**src/fwp_map.vh**
```
// Command codes and timing constants for the flash writer-mode programmer.
`ifndef FWP_MAP_VH
`define FWP_MAP_VH
`define FWP_CMD_READ 8'h00
`define FWP_CMD_ERASE 8'h20
`define FWP_CMD_ERASE_VFY 8'hA0
`define FWP_CMD_AUTO_ERASE 8'h30
`define FWP_CMD_PROGRAM 8'h40
`define FWP_CMD_PROG_VFY 8'hC0
`define FWP_CMD_RESET 8'hFF
`define FWP_ERASED_BYTE 8'hFF
`define FWP_CLK_NS 5
// Strobe low and high widths (ns), least: from the write pulse width and the command write cycle.
`define FWP_T_WEP_NS 70
`define FWP_T_WEH_NS 60
`define FWP_CYC_WEP ((`FWP_T_WEP_NS + `FWP_CLK_NS - 1) / `FWP_CLK_NS)
`define FWP_CYC_WEH ((`FWP_T_WEH_NS + `FWP_CLK_NS - 1) / `FWP_CLK_NS)
// Supply setup and hold around the supply step (ns), least.
`define FWP_T_VPS_NS 100
`define FWP_CYC_VPS ((`FWP_T_VPS_NS + `FWP_CLK_NS - 1) / `FWP_CLK_NS)
// Verify access time (ns), longest; data sampled once it has elapsed.
`define FWP_T_VA_NS 500
`define FWP_CYC_VA ((`FWP_T_VA_NS + `FWP_CLK_NS - 1) / `FWP_CLK_NS)
// Output enable setup before verify (us), least.
`define FWP_T_OERS_US 6
`define FWP_CYC_OERS ((`FWP_T_OERS_US * 1000 + `FWP_CLK_NS - 1) / `FWP_CLK_NS)
// Erase interval 9 ms to 11 ms; the midpoint is used.
`define FWP_T_ET_MIN_US 9000
`define FWP_T_ET_MAX_US 11000
`define FWP_CYC_ET (((`FWP_T_ET_MIN_US + `FWP_T_ET_MAX_US) / 2) * 1000 / `FWP_CLK_NS)
// Auto-erase longest total time (s).
`define FWP_T_AET_MAX_S 30
// Thirty seconds of 5 ns cycles, kept inside the 34-bit wait counter.
`define FWP_CYC_AET (34'd6 * 34'd1000000000)
`endif

```
**src/fwp_ctrl.v**
```verilog
// Host-side controller driving a flash array in writer mode through its parallel pins.
`timescale 1ns/10ps
`include "fwp_map.vh"
// Operation
// - Command writes only at programming supply level.
// - Array-read states keep supply at logic level; verify reads run at programming level.
// - Command 00 returns to array read.
// - Erase is two writes of 20.
// - Auto-erase is two writes of 30.
// - Program: write 40, then address and data.
// - Program-verify: write C0, then read.
// - Reset is two writes of FF.
// - Erase interval between 9 and 11 ms.
// - Strobes high while supply level changes.
module fwp_ctrl #(
  parameter [23:0] OERS_CYC = `FWP_CYC_OERS,
  parameter [23:0] ET_CYC = `FWP_CYC_ET,
  parameter [33:0] AET_CYC = `FWP_CYC_AET
) (
  input wire clk, // 200 MHz clock
  input wire rstn, // Asynchronous reset, active low
  input wire cmd_valid, // Request present
  output wire cmd_ready, // Controller idle, request taken
  input wire [2:0] cmd_op, // 0 read,1 erase,2 erase-verify,3 auto-erase,4 program,5 program-verify,6 reset
  input wire [16:0] cmd_addr, // Target address
  input wire [7:0] cmd_data, // Program byte
  output reg [7:0] rsp_data_q, // Byte read back
  output reg rsp_valid_q, // One-cycle pulse: operation done
  output reg rsp_blank_q, // Read byte equals erased value
  output reg program_supply_high_q, // High: program_supply_pin at programming level
  output reg ce_n_q, // Chip select, active low
  output reg oe_n_q, // Output enable, active low
  output reg we_n_q, // Write strobe, active low
  output reg [16:0] address_bus_q, // Address pins
  output reg [7:0] data_bus_o_q, // Data pins driven
  output reg data_bus_oe_q, // High while driving data pins
  input wire [7:0] data_bus_i // Data pins sampled
);

  // ----------------------------------------------------------------
  // Reset release and pin synchroniser
  // ----------------------------------------------------------------
  reg [1:0] rst_sync_q;
  wire rst_n = rst_sync_q[1];
  reg [7:0] din1_q;
  reg [7:0] din2_q;
  reg [7:0] din3_q;

  always @(posedge clk or negedge rstn) begin
    if (!rstn) begin
      rst_sync_q <= 2'b00;
    end else begin
      rst_sync_q <= {rst_sync_q[0], 1'b1};
    end
  end

  always @(posedge clk or negedge rst_n) begin
    if (!rst_n) begin
      din1_q <= 8'h00;
      din2_q <= 8'h00;
      din3_q <= 8'h00;
    end else begin
      din1_q <= data_bus_i;
      din2_q <= din1_q;
      din3_q <= din2_q;
    end
  end

  // ----------------------------------------------------------------
  // Sequencer
  // ----------------------------------------------------------------
  localparam [9:0] S_IDLE = 10'b00_0000_0001;
  localparam [9:0] S_VUP = 10'b00_0000_0010;
  localparam [9:0] S_WLO = 10'b00_0000_0100;
  localparam [9:0] S_WHI = 10'b00_0000_1000;
  localparam [9:0] S_WAIT = 10'b00_0001_0000;
  localparam [9:0] S_VDN = 10'b00_0010_0000;
  localparam [9:0] S_RLO = 10'b00_0100_0000;
  localparam [9:0] S_RSMP = 10'b00_1000_0000;
  localparam [9:0] S_DONE = 10'b01_0000_0000;
  localparam [9:0] S_VRD = 10'b10_0000_0000;

  localparam [2:0] OP_READ = 3'h0;
  localparam [2:0] OP_ERASE = 3'h1;
  localparam [2:0] OP_EVFY = 3'h2;
  localparam [2:0] OP_AUTO = 3'h3;
  localparam [2:0] OP_PROG = 3'h4;
  localparam [2:0] OP_PVFY = 3'h5;

  reg [9:0] state_q;
  reg [2:0] op_q;
  reg [16:0] addr_q;
  reg [7:0] data_q;
  reg cyc_q;
  reg [33:0] cnt_q;
  reg [7:0] last_q;

  // Ready stays low until the internal reset is released, so no request is lost.
  assign cmd_ready = state_q[0] & rst_n;

  // First and second write cycle of each command; read, erase-verify and program-verify have only the first.
  reg [7:0] wr_byte;
  reg [16:0] wr_addr;
  reg two_writes;
  always @* begin
    wr_addr = 17'h0_0000;
    two_writes = 1'b1;
    case (op_q)
      OP_READ: begin
        wr_byte = `FWP_CMD_READ;
        two_writes = 1'b0;
      end
      OP_ERASE: wr_byte = `FWP_CMD_ERASE;
      OP_EVFY: begin
        wr_byte = `FWP_CMD_ERASE_VFY;
        wr_addr = addr_q;
        two_writes = 1'b0;
      end
      OP_AUTO: wr_byte = `FWP_CMD_AUTO_ERASE;
      OP_PROG: wr_byte = `FWP_CMD_PROGRAM;
      OP_PVFY: begin
        wr_byte = `FWP_CMD_PROG_VFY;
        two_writes = 1'b0;
      end
      default: wr_byte = `FWP_CMD_RESET;
    endcase
    if (cyc_q && op_q == OP_PROG) begin
      wr_byte = data_q;
      wr_addr = addr_q;
    end
  end

  wire cnt_zero = (cnt_q == 34'h0_0000_0000);
  wire is_verify = (op_q == OP_EVFY) || (op_q == OP_PVFY);

  always @(posedge clk or negedge rst_n) begin
    if (!rst_n) begin
      state_q <= S_IDLE;
      op_q <= 3'h0;
      addr_q <= 17'h0_0000;
      data_q <= 8'h00;
      cyc_q <= 1'b0;
      cnt_q <= 34'h0_0000_0000;
      last_q <= 8'h00;
      rsp_data_q <= 8'h00;
      rsp_valid_q <= 1'b0;
      rsp_blank_q <= 1'b0;
      program_supply_high_q <= 1'b0;
      ce_n_q <= 1'b1;
      oe_n_q <= 1'b1;
      we_n_q <= 1'b1;
      address_bus_q <= 17'h0_0000;
      data_bus_o_q <= 8'h00;
      data_bus_oe_q <= 1'b0;
    end else begin
      rsp_valid_q <= 1'b0;
      last_q <= din3_q;
      if (!cnt_zero) begin
        cnt_q <= cnt_q - 34'h0_0000_0001;
      end
      case (state_q)
        S_IDLE: begin
          if (cmd_valid) begin
            op_q <= cmd_op;
            addr_q <= cmd_addr;
            data_q <= cmd_data;
            cyc_q <= 1'b0;
            // Strobes are all high here, so the supply may step.
            program_supply_high_q <= 1'b1;
            cnt_q <= `FWP_CYC_VPS;
            state_q <= S_VUP;
          end
        end
        S_VUP: begin
          if (cnt_zero) begin
            ce_n_q <= 1'b0;
            we_n_q <= 1'b0;
            address_bus_q <= wr_addr;
            data_bus_o_q <= wr_byte;
            data_bus_oe_q <= 1'b1;
            cnt_q <= `FWP_CYC_WEP;
            state_q <= S_WLO;
          end
        end
        S_WLO: begin
          if (cnt_zero) begin
            we_n_q <= 1'b1;
            cnt_q <= `FWP_CYC_WEH;
            state_q <= S_WHI;
          end
        end
        S_WHI: begin
          if (cnt_zero) begin
            data_bus_oe_q <= 1'b0;
            ce_n_q <= 1'b1;
            if (two_writes && !cyc_q) begin
              cyc_q <= 1'b1;
              cnt_q <= 34'h0_0000_0001;
              state_q <= S_VUP;
            end else begin
              // Device has no identification mode, so nothing is probed.
              if (op_q == OP_ERASE) cnt_q <= {10'h000, ET_CYC};
              else if (op_q == OP_AUTO) cnt_q <= AET_CYC;
              else if (is_verify) cnt_q <= {10'h000, OERS_CYC};
              else cnt_q <= 34'h0_0000_0001;
              state_q <= S_WAIT;
            end
          end
        end
        S_WAIT: begin
          if (cnt_zero) begin
            if (is_verify && !cyc_q) begin
              ce_n_q <= 1'b0;
              oe_n_q <= 1'b0;
              cnt_q <= `FWP_CYC_VA + 34'h0_0000_0004;
              state_q <= S_VRD;
            end else begin
              cnt_q <= `FWP_CYC_VPS;
              program_supply_high_q <= 1'b0;
              state_q <= S_VDN;
            end
          end
        end
        S_VRD: begin
          if (cnt_zero) begin
            rsp_data_q <= last_q;
            ce_n_q <= 1'b1;
            oe_n_q <= 1'b1;
            // Strobes settle high for two cycles before the supply steps down.
            cyc_q <= 1'b1;
            cnt_q <= 34'h0_0000_0001;
            state_q <= S_WAIT;
          end
        end
        S_VDN: begin
          if (cnt_zero) begin
            if (op_q == OP_READ) begin
              ce_n_q <= 1'b0;
              oe_n_q <= 1'b0;
              address_bus_q <= addr_q;
              cnt_q <= `FWP_CYC_VA + 34'h0_0000_0004;
              state_q <= S_RLO;
            end else begin
              state_q <= S_DONE;
            end
          end
        end
        S_RLO: begin
          if (cnt_zero) begin
            state_q <= S_RSMP;
          end
        end
        S_RSMP: begin
          rsp_data_q <= last_q;
          ce_n_q <= 1'b1;
          oe_n_q <= 1'b1;
          state_q <= S_DONE;
        end
        S_DONE: begin
          rsp_valid_q <= 1'b1;
          rsp_blank_q <= (rsp_data_q == `FWP_ERASED_BYTE);
          state_q <= S_IDLE;
        end
        default: state_q <= S_IDLE;
      endcase
    end
  end

endmodule // fwp_ctrl

```
**config.mk**
```make
export PLATFORM = sky130hd
export DESIGN_NAME = fwp_ctrl
export DESIGN_NICKNAME = d
export VERILOG_FILES = /design/src/fwp_ctrl.v
export VERILOG_INCLUDE_DIRS = /design/src /design/src/src
export SDC_FILE = /design/constraint.sdc
export NUM_CORES = 1
export LEC_CHECK = 0
export BUFFER_PORTS_ARGS = -buffer_cell sky130_fd_sc_hd__buf_2
export CAP_MARGIN = 0
export CORE_AREA = 2 2 111 113
export DETAILED_ROUTE_END_ITERATION = 8
export DIE_AREA = 0 0 113 115
export PLACE_DENSITY = 0.78
export SLEW_MARGIN = 15
export SYNTH_ARGS = -nofsm -noshare
export SYNTH_HDL_FRONTEND = slang
export SYNTH_SLANG_ARGS = --single-unit
```
**constraint.sdc**
```tcl
create_clock -name clk -period 10.5 [get_ports clk]
set_input_delay 1.05 -clock clk [delete_from_list [all_inputs] [get_ports clk]]
set_output_delay 1.05 -clock clk [all_outputs]
set_load 0.01 [all_outputs]
```
# --- Word level (Yosys, flattened, before mapping) ---
# Index checks and enable logic that the tools add are counted.
word_totals:
  inputBits: 39
  register_bits: 147
  latch_bits: 0
  ram_bits: 0
  wordCells: 137
  memories: 0
  rom_bits: 0
  out_inout_bits: 41
classes:
  n_reduce_logical: 28
  n_addsub: 1
  n_eq_ne: 29
  bitwise_logic: 1
  shifts: 0
  order_cmp: 0
  mux: 57
  n_mul: 0
  div: 0
ops:
  columns: ["operator", "count"]
  rows:
  - ["$mux 34", 9]
  - ["$pmux 34 s7", 1]
  - ["$mux 33", 3]
  - ["$mux 10", 9]
  - ["$pmux 10 s9", 1]
  - ["$mux 17", 5]
  - ["$pmux 8 s6", 1]
  - ["$logic_not 34->1", 1]
  - ["$pmux 17 s2", 1]
  - ["$sub 34x1->34 const B", 1]
  - ["$ne 2x2->1 const B", 12]
  - ["$mux 8", 2]
  - ["$pmux 8 s2", 1]
  - ["$mux 1", 14]
  - ["$mux 11", 1]
  - ["$eq 10x1->1 const B", 1]
  - ["$eq 10x10->1 const B", 1]
  - ["$eq 10x2->1 const B", 1]
  - ["$eq 10x3->1 const B", 1]
  - ["$eq 10x4->1 const B", 1]
  - ["$eq 10x5->1 const B", 1]
  - ["$eq 10x6->1 const B", 1]
  - ["$eq 10x7->1 const B", 1]
  - ["$eq 10x8->1 const B", 1]
  - ["other kinds (31)", 45]

# --- Longest topological paths before layout ---
# Gate-level depths: netlist (run 1).
logic_depth:
  word_depth: 8
  depth_mapped: 10

# --- Worst setup path after synthesis (run 1) ---
# OpenSTA, ideal clock, no wires.
synth_timing:
  kind: "register to output"
  from: "reg rst_sync_q[1]"
  to: "out cmd_ready"
  setup_slack_ps: 5566
  arrival_ps: 3884
  required_ps: 9450
  path_stages_with_launch: 2
  path_buffers: 0
  cell_sequence: "dfrtp_1 > and2_1"
synth_between:
  elab_chain_len: 1
synth_lines:
  columns: ["item", "line", "rtl"]
  rows:
  - ["from (decl)", "fwp_ctrl.v:43", "reg [1:0] rst_sync_q;"]
  - ["from (signal assigned)", "fwp_ctrl.v:53", "rst_sync_q <= {rst_sync_q[0], 1'b1};"]
  - ["$and 1x1->1", "fwp_ctrl.v:99", "assign cmd_ready = state_q[0] & rst_n;"]
  - ["to (decl)", "fwp_ctrl.v:23", "output wire cmd_ready,"]
# No other way between the ends.

# --- Final worst setup path (run 1) ---
layout_timing:
  from: "reg cnt_q[8]"
  to: "reg cnt_q[15]"
layout_between:
  elab_chain_len: 5
  word_cells_on_any_way: 12
layout_lines:
  columns: ["item", "line", "rtl"]
  rows:
  - ["from (decl)", "fwp_ctrl.v:95", "reg [33:0] cnt_q;"]
  - ["from (signal assigned)", "fwp_ctrl.v:159", "cnt_q <= cnt_q - 34'h0_0000_0001;"]
  - ["from (signal assigned)", "fwp_ctrl.v:170", "cnt_q <= `FWP_CYC_VPS;"]
  - ["from (signal assigned)", "fwp_ctrl.v:181", "cnt_q <= `FWP_CYC_WEP;"]
  - ["$sub 34x1->34 or $logic_not 34->1 (tied branches)", "fwp_ctrl.v:159, fwp_ctrl.v:133", null]
  - ["$mux 34", "fwp_ctrl.v:158", "if (!cnt_zero) begin"]
  - ["$mux 34", "fwp_ctrl.v:237", "if (op_q == OP_READ) begin"]
  - ["$mux 34", "fwp_ctrl.v:236", "if (cnt_zero) begin"]
  - ["$pmux 34 s7 *", "fwp_ctrl.v:161", "case (state_q)"]
# Mark *: on every way between the ends. The rest lies on a longest branch, timed or not.
# A chain may end at the register's enable or synchronous reset.

==> results of run 1 <==
## where the power goes
part / switching, mW / total [mW] / internal (mW)
Sequential: 0.142 / 0.847 / 0.705
Combinational: 0.531 / 0.851 / 0.320
Clock: 0.242 / 0.571 / 0.328
## final timing paths
path / from / cells past startpoint / endpoint
worst max-delay path: cnt_q[8] / 6 / cnt_q[15]
worst min-delay path: din1_q[6] / 0 / din2_q[6]
worst max register to register: cnt_q[8] / 6 / cnt_q[15]
worst min register to register: din1_q[6] / 0 / din2_q[6]
max in group asynchronous: rst_sync_q[1] / 1 / cnt_q[33]
min in group asynchronous: rstn / 1 / rst_sync_q[1]
## sequential cells by signal, summed over array words and instances, names as in the netlist, 10 cells and up
register and cells:
addr_q 17, address_bus_q 17, cnt_q 34, state_q 10
## Yosys cell counts (3+ instances only)
library cell / number
buf_2: 6
and3_1: 4
a21oi_1: 31
nor2_1: 52
dfstp_2: 4
o22ai_1: 5
or4_1: 10
nor4_1: 17
or3_1: 9
nand4_1: 6
inv_1: 12
nand4b_1: 3
a211oi_1: 9
clkbuf_1: 25
dfrtp_1: 143
ha_1: 4
and2_1: 4
xor2_1: 4
and4_1: 5
nor3b_1: 4
nand3_1: 12
nor3_1: 26
o21ai_1: 6
o31ai_1: 4
o21ai_0: 42
xnor2_1: 22
or2_2: 3
mux2_2: 18
a22oi_1: 3
nor2b_1: 4
nand2_1: 138
## per-layer routing
| metal | vias to the layer above | GRT usage [%] | wire [um] |
|---|---|---|---|
| met5 | - | 0 | 0 |
| met4 | 0 | 8.54 | 240 |
| met3 | 25 | 5.90 | 1170 |
| met2 | 222 | 40.9 | 7570 |
| met1 | 2616 | 35.2 | 6550 |
| li1 | 2506 | - | - |
## metrics by stage
step	worst slack (ns)	total power [mW]
after floorplan	5.57	1.46
after global placement	6.69	1.64
after detailed placement	7.01	1.68
after CTS	7.01	2.26
after global routing	6.64	2.43
final	6.94	2.27
## worst register-to-register path, stage by stage (launching register included)
cell and delay, ns:
dfrtp_1 0.43, nor4_2 0.55, nand4_1 0.40, nor3_2 0.90
nor2_2 0.18, nor3_2 0.74, a221oi_1 0.21
## layout make-up
| class | instances | area, um2 | share of cell area [%] |
|---|---|---|---|
| Inverter | 12 | 45.0 | 0.588 |
| Timing Repair Buffer | 82 | 418 | 5.45 |
| Clock buffer | 18 | 429 | 5.60 |
| Multi-Input combinational cell | 483 | 2770 | 36.2 |
| Clock inverter | 14 | 129 | 1.68 |
| Tap cell | 147 | 184 | 2.40 |
| Sequential cell | 147 | 3690 | 48.1 |
## logic make-up after synthesis
kind of cell | after synthesis | share of synthesized area (%)
AOI/OAI and AO/OA | 119 | 10.8
adders and majority gates | 4 | 0.755
DFF | 147 | 55.6
muxes | 18 | 3.06
xor gates and xnor gates | 26 | 3.44
buffers and inverters | 46 | 2.83
other | 1 | 0.0566
and+or+nand+nor | 315 | 23.5
==> metrics.md, run 1 <==
| Metric | Value |
|---|---|
| Finished Cell Area | 7670 um2 |
| WS Path Type | flop to flop |
| Syn Area/Cell | 9.80 um2 |
| Yosys cell types | between 60 and 70 |
| Die W | about 110 um |
| DP Cell Count | between 800 and 900 |
| Most common cell after layout, fill and taps aside | dfrtp_1 |
| Pwr dens | about 300 nW/um2 |
| Worst Path Required | 10.76 ns |
| Worst path bufs/invs | 0 |
| Slowest CP cell | nor3_2 |
| Post-CTS setup buffer count | 0 |
| Async set-reset flop share out of synthesis | 100% |
| Max cap viols | 0 |
| Synth area leader | dfrtp_1 |
| Main synth FF type | dfrtp_1 |
| Layout cells sized above 1 | 20.5% |
| Placed instance area | 7100 um2 |
| Worst hold path type | flop to flop |
| Clock tree from TritonCTS | yes |
| Final setup TNS | 0 ns |
| Detailed-router iteration count before antenna repair | 7 |
| Worst VDD drop | between 0.0001 and 0.00015 V |
| Final Cycle Share | 33.9% |
| H-tree levels | 4 |
| Slew @ Worst Pin | 1.16 ns |
| 1st-iter DRT viols | 545 |
| Max clock buf depth | 2 |
| Largest net degree at the start of global routing | 84 |
| RSZ-0062 raised after global routing | false |
| Post-Syn Area | 6630 um2 |
| Critical Path Fanout Max | 16 |
| Yosys top cell area share | 54.0% |
| Number of buffers created by CTS | 17 |
| First-pass GRT wire length | 26500 um |
| Number of synthesized flops with an enable pin | 0 |
| Top cells by area, synth | dfrtp_1 54%, nand2_1 7.8%, o21ai_0 3.2% |
| Cts hold-fix bufs | 0 |
| Synthesized instance count | 676 |
| Commonest cells after routing, fill and taps aside | 142 x dfrtp_1, 138 x nand2_1, 79 x buf_2 |
| Routed len/inst | 17.2 um |
| Antenna diodes | 0 |
| Vias in the first global route | between 5000 and 6000 |
| Initial antenna violation count | 0 |
| CP Launch Type | flop |
| Post-cts resize count | 0 |
| Fillers | ~950 |
| YS warnings | 0 |
| CP peak stage delay | approximately 0.9 ns |
| R2r setup slk | 6.94 ns |
| GRT Resource Usage Total | about 26% |
| DR DRC count | 2 |
| Worst-skew pair later-pin latency | 0.43 ns |
| GR Overflow Total | 0 |
| Final Non-Filler Cells | 903 |
| Final wirelength | between 15000 and 20000 um |
| Row count | 40 |
| Status | finished, violations left |
| Port bufs | just under 80 |
| Fin. Hold Viols | 0 |
| Final setup viols | 0 |
| Leakage | 3.66 nW |
| Synthesis-to-layout area growth | 15.7% |
| Root Buffer | clkbuf_16 |
| Kind of end point of the critical path | flop |
| Critical-path cell list | nor4_2 > nand4_1 > nor3_2 > nor2_2 > nor3_2 > a221oi_1 |
| GPL Wtd Cong | 0.917 |
| Period minus WS final | 3.56 ns |
| Vias | 5369 |
| Critical path's most frequent cell | nor3_2 |
| Syn_nets | 719 |
| Slew HR | ~22% |
| Io pins | 80 |
| Failing checks | DRC |
| Die Ht | 115 um |
| Top Family by Delay on Critical Path | simple AND/OR/NAND/NOR gates |
| Sequential share of the synthesized area | between 50 and 60% |
| Nets@finish | 786 |
| Final Core Density | 64.9% |
| Slew Viols, Final | 0 |
| DPL Wire Length | between 10000 and 15000 um |
| Hold slack | roughly 0.35 ns |
| Clock sinks | about 150 |
| Initial Utilization | 56.1% |
| CORE AREA | 11800 um2 |
| Synthesized flop and latch total | 147 |
| Die area | 13000 um2 |
| Clk slew on worst S/H paths | 0.06 ns |
| Fin Clk Skew | 0.0103 ns |
| Vias per cell | between 5 and 6 |
| Crit path arrival time | 3.82 ns |
| Fmax | 0.281 GHz |
| ANT nets after route | 0 |
No activity file was read; power rests on OpenSTA's default activity.
==> run 2, diff against run 1 <==
--- a/config.mk
+++ b/config.mk
@@ -8,10 +8,10 @@
 export LEC_CHECK = 0
 export BUFFER_PORTS_ARGS = -buffer_cell sky130_fd_sc_hd__buf_2
 export CAP_MARGIN = 0
-export CORE_AREA = 2 2 111 113
+export CORE_AREA = 2 2 116 118
 export DETAILED_ROUTE_END_ITERATION = 8
-export DIE_AREA = 0 0 113 115
-export PLACE_DENSITY = 0.78
+export DIE_AREA = 0 0 118 120
+export PLACE_DENSITY = 0.75
 export SLEW_MARGIN = 15
 export SYNTH_ARGS = -nofsm -noshare
 export SYNTH_HDL_FRONTEND = slang
==> constraint.sdc (replaced) <==
create_clock -name clk -period 3.1 [get_ports clk]
set_input_delay 0.31 -clock clk [delete_from_list [all_inputs] [get_ports clk]]
set_output_delay 0.31 -clock clk [all_outputs]
set_load 0.01 [all_outputs]
==> metrics.md, run 2 (synthesis results as in run 1) <==
| Metric | Value |
|---|---|
| Status | completed |
| Slowest CP cell | nor4_4 |
| Biggest regs | cnt_q (34), addr_q (17), address_bus_q (17) |
| Worst VDD drop | 0.000456 V (+240%) |
| Max clock buf depth | 2 (unchanged) |
| Die W | 118 um (+4.4%) |
| Fmax | 0.353 GHz (+26%) |
| Worst hold path type | input port to flop |
| Commonest cells after routing, fill and taps aside | 142 x dfrtp_1, 138 x nand2_1, 79 x buf_2 |
| Worst-skew pair later-pin latency | 0.43 ns (about the same) |
| WS Path Type | flop to flop |
| ANT nets after route | 0 (unchanged) |
| First-pass GRT wire length | 27500 um (+3.9%) |
| Vias | 5478 (+2.0%) |
| Synthesis-to-layout area growth | 20.9% |
| Placed instance area | 7320 um2 (+3.1%) |
| Clock sinks | 147 (unchanged) |
| 1st-iter DRT viols | 444 (-19%) |
| Initial antenna violation count | 0 (unchanged) |
| Slew @ Worst Pin | 1.09 ns (-0.0782 ns) |
| Reg with most FFs | cnt_q |
| Critical Path Fanout Max | 9 (-7) |
| Row count | 42 (+5.0%) |
| Final setup viols | 0 (unchanged) |
| Antenna diodes | 0 (unchanged) |
| Vias in the first global route | 5574 (+4.5%) |
| Clock tree from TritonCTS | yes |
| RSZ-0062 raised after global routing | false |
| Post-cts resize count | 0 (unchanged) |
| Met2 usage | 39.5% (-1.5 points) |
| Finished Cell Area | 8010 um2 (+4.5%) |
| GPL Wtd Cong | 0.941 (+2.7%) |
| Largest net degree at the start of global routing | 146 (+74%) |
| Most common cell after layout, fill and taps aside | dfrtp_1 |
| GRT Resource Usage Total | 24.5% (-1.1 points) |
| Clk slew on worst S/H paths | 0.06 ns (about the same) |
| Max reg flops | 34 (unchanged) |
| Io pins | 80 (unchanged) |
| Critical-path cell list | or3_4 > or4_4 > o31a_1 > a21o_4 > nor4_4 > o21ai_1 |
| Crit path arrival time | 3.11 ns (-0.71 ns) |
| Period minus WS final | 2.83 ns (-0.725 ns) |
| Max cap viols | 0 (unchanged) |
| Vias per cell | 5.69 (-4.3%) |
| Routed len/inst | 17.0 um (-1.3%) |
| GR peak layer | met2 |
| Worst Path Required | 3.38 ns (-7.38 ns) |
| Layout cells sized above 1 | 22.4% (+1.9 points) |
| Slew HR | 27.6% (+5.4 points) |
| Slew Viols, Final | 0 (unchanged) |
| Final wirelength | 16300 um (+5.2%) |
| Fin Clk Skew | 0.00916 ns (-0.00115 ns) |
| Leakage | 3.82 nW (+4.2%) |
| Kind of end point of the critical path | flop |
| Number of buffers created by CTS | 17 (unchanged) |
| Nets@finish | 817 (+3.9%) |
| CP Launch Type | flop |
| Final Cycle Share | 91.3% (+57 points) |
| R2r setup slk | 0.27 ns (-6.67 ns) |
| CP peak stage delay | 0.55 ns (-0.35 ns) |
| DR DRC count | 0 (-2) |
| M3 GR Usage | 5.94% (+0.037 points) |
| Met1 usage | 32.4% (-2.8 points) |
| Top Family by Delay on Critical Path | simple AND/OR/NAND/NOR gates |
| Port bufs | 79 (unchanged) |
| Fin. Hold Viols | 0 (unchanged) |
| GR Overflow Total | 0 (unchanged) |
| Final setup TNS | 0 ns (unchanged) |
| Initial Utilization | 51.1% (-5.1 points) |
| CORE AREA | 13000 um2 (+9.9%) |
| Root Buffer | clkbuf_16 |
| DPL Wire Length | 11100 um (+4.7%) |
| H-tree levels | 4 (unchanged) |
| Detailed-router iteration count before antenna repair | 5 (-2) |
| Die Ht | 120 um (+4.3%) |
| Die area | 14200 um2 (+9.0%) |
| Pwr dens | 1010 nW/um2 (+240%) |
| Worst path bufs/invs | 0 (unchanged) |
==> run 2: cell types whose count changed in the layout (fill, tap and decap cells not counted), sizes merged, moves of 4 or more <==
| cell | delta |
|---|---|
| clkinv | -7 |
| buf | +22 |
| clkinvlp | +4 |
| dlygate4sd3 | +9 |
==> run 2: worst paths after layout <==
path | cells past startpoint | startpoint | to
max reg2reg | 6 | state_q[7] | cnt_q[30]
min reg2reg | 0 | din2_q[4] | din3_q[4]
min in group asynchronous | 2 | rstn | rst_sync_q[0]
max | 6 | state_q[7] | cnt_q[30]
min | 3 | cmd_addr[7] | addr_q[7]
max in group asynchronous | 1 | rst_sync_q[1] | cnt_q[27]
==> run 2: layer usage <==
metal,part of all wire (%),up-vias
met5,0,-
met4,2.2,0
met3,5.8,29
met2,48,189
met1,44,2698
li1,-,2562
==> run 2: final cells by class <==
| cell class | instances | area, um2 |
|---|---|---|
| inverters | 12 | 45.0 |
| clock buffers | 19 | 443 |
| flip-flops and latches | 147 | 3690 |
| repair buffers | 113 | 698 |
| fillers | 1085 | 4970 |
| well taps | 176 | 220 |
| clock inverters | 13 | 150 |
| multi-input cells | 483 | 2770 |
==> run 2: stage by stage <==
stage	worst slack, ns	instances	power (mW)	hold slack [ns]	util [%]
CTS	0.323	962	8.08	0.000493	61.6
global route	0.156	963	8.63	0.0628	61.7
global placement	0.409	922	5.85	0.0981	56.4
floorplan	0.424	676	4.95	0.0144	-
detailed placement	0.347	922	5.97	0.103	56.4
finish	0.270	963	8.09	0.0725	61.7
==> run 2: worst register-to-register path, cell delays in order, from the launching register on <==
cell and delay [ns]:
dfrtp_1 0.45, or3_4 0.44, or4_4 0.44, o31a_1 0.38, a21o_4 0.28, nor4_4 0.55, o21ai_1 0.15
==> run 2: what timing repair did <==
action | CTS | global route
hold endpoints to repair | 9 | 1
hold buffers | 8 | 1
buffers inserted | 0 | 0
==> run 2: report_power, final <==
group	internal, mW	switching (mW)	leakage, nW
logic	1.28	1.91	1.65
clock network	1.22	0.842	0.279
registers	2.39	0.452	1.89
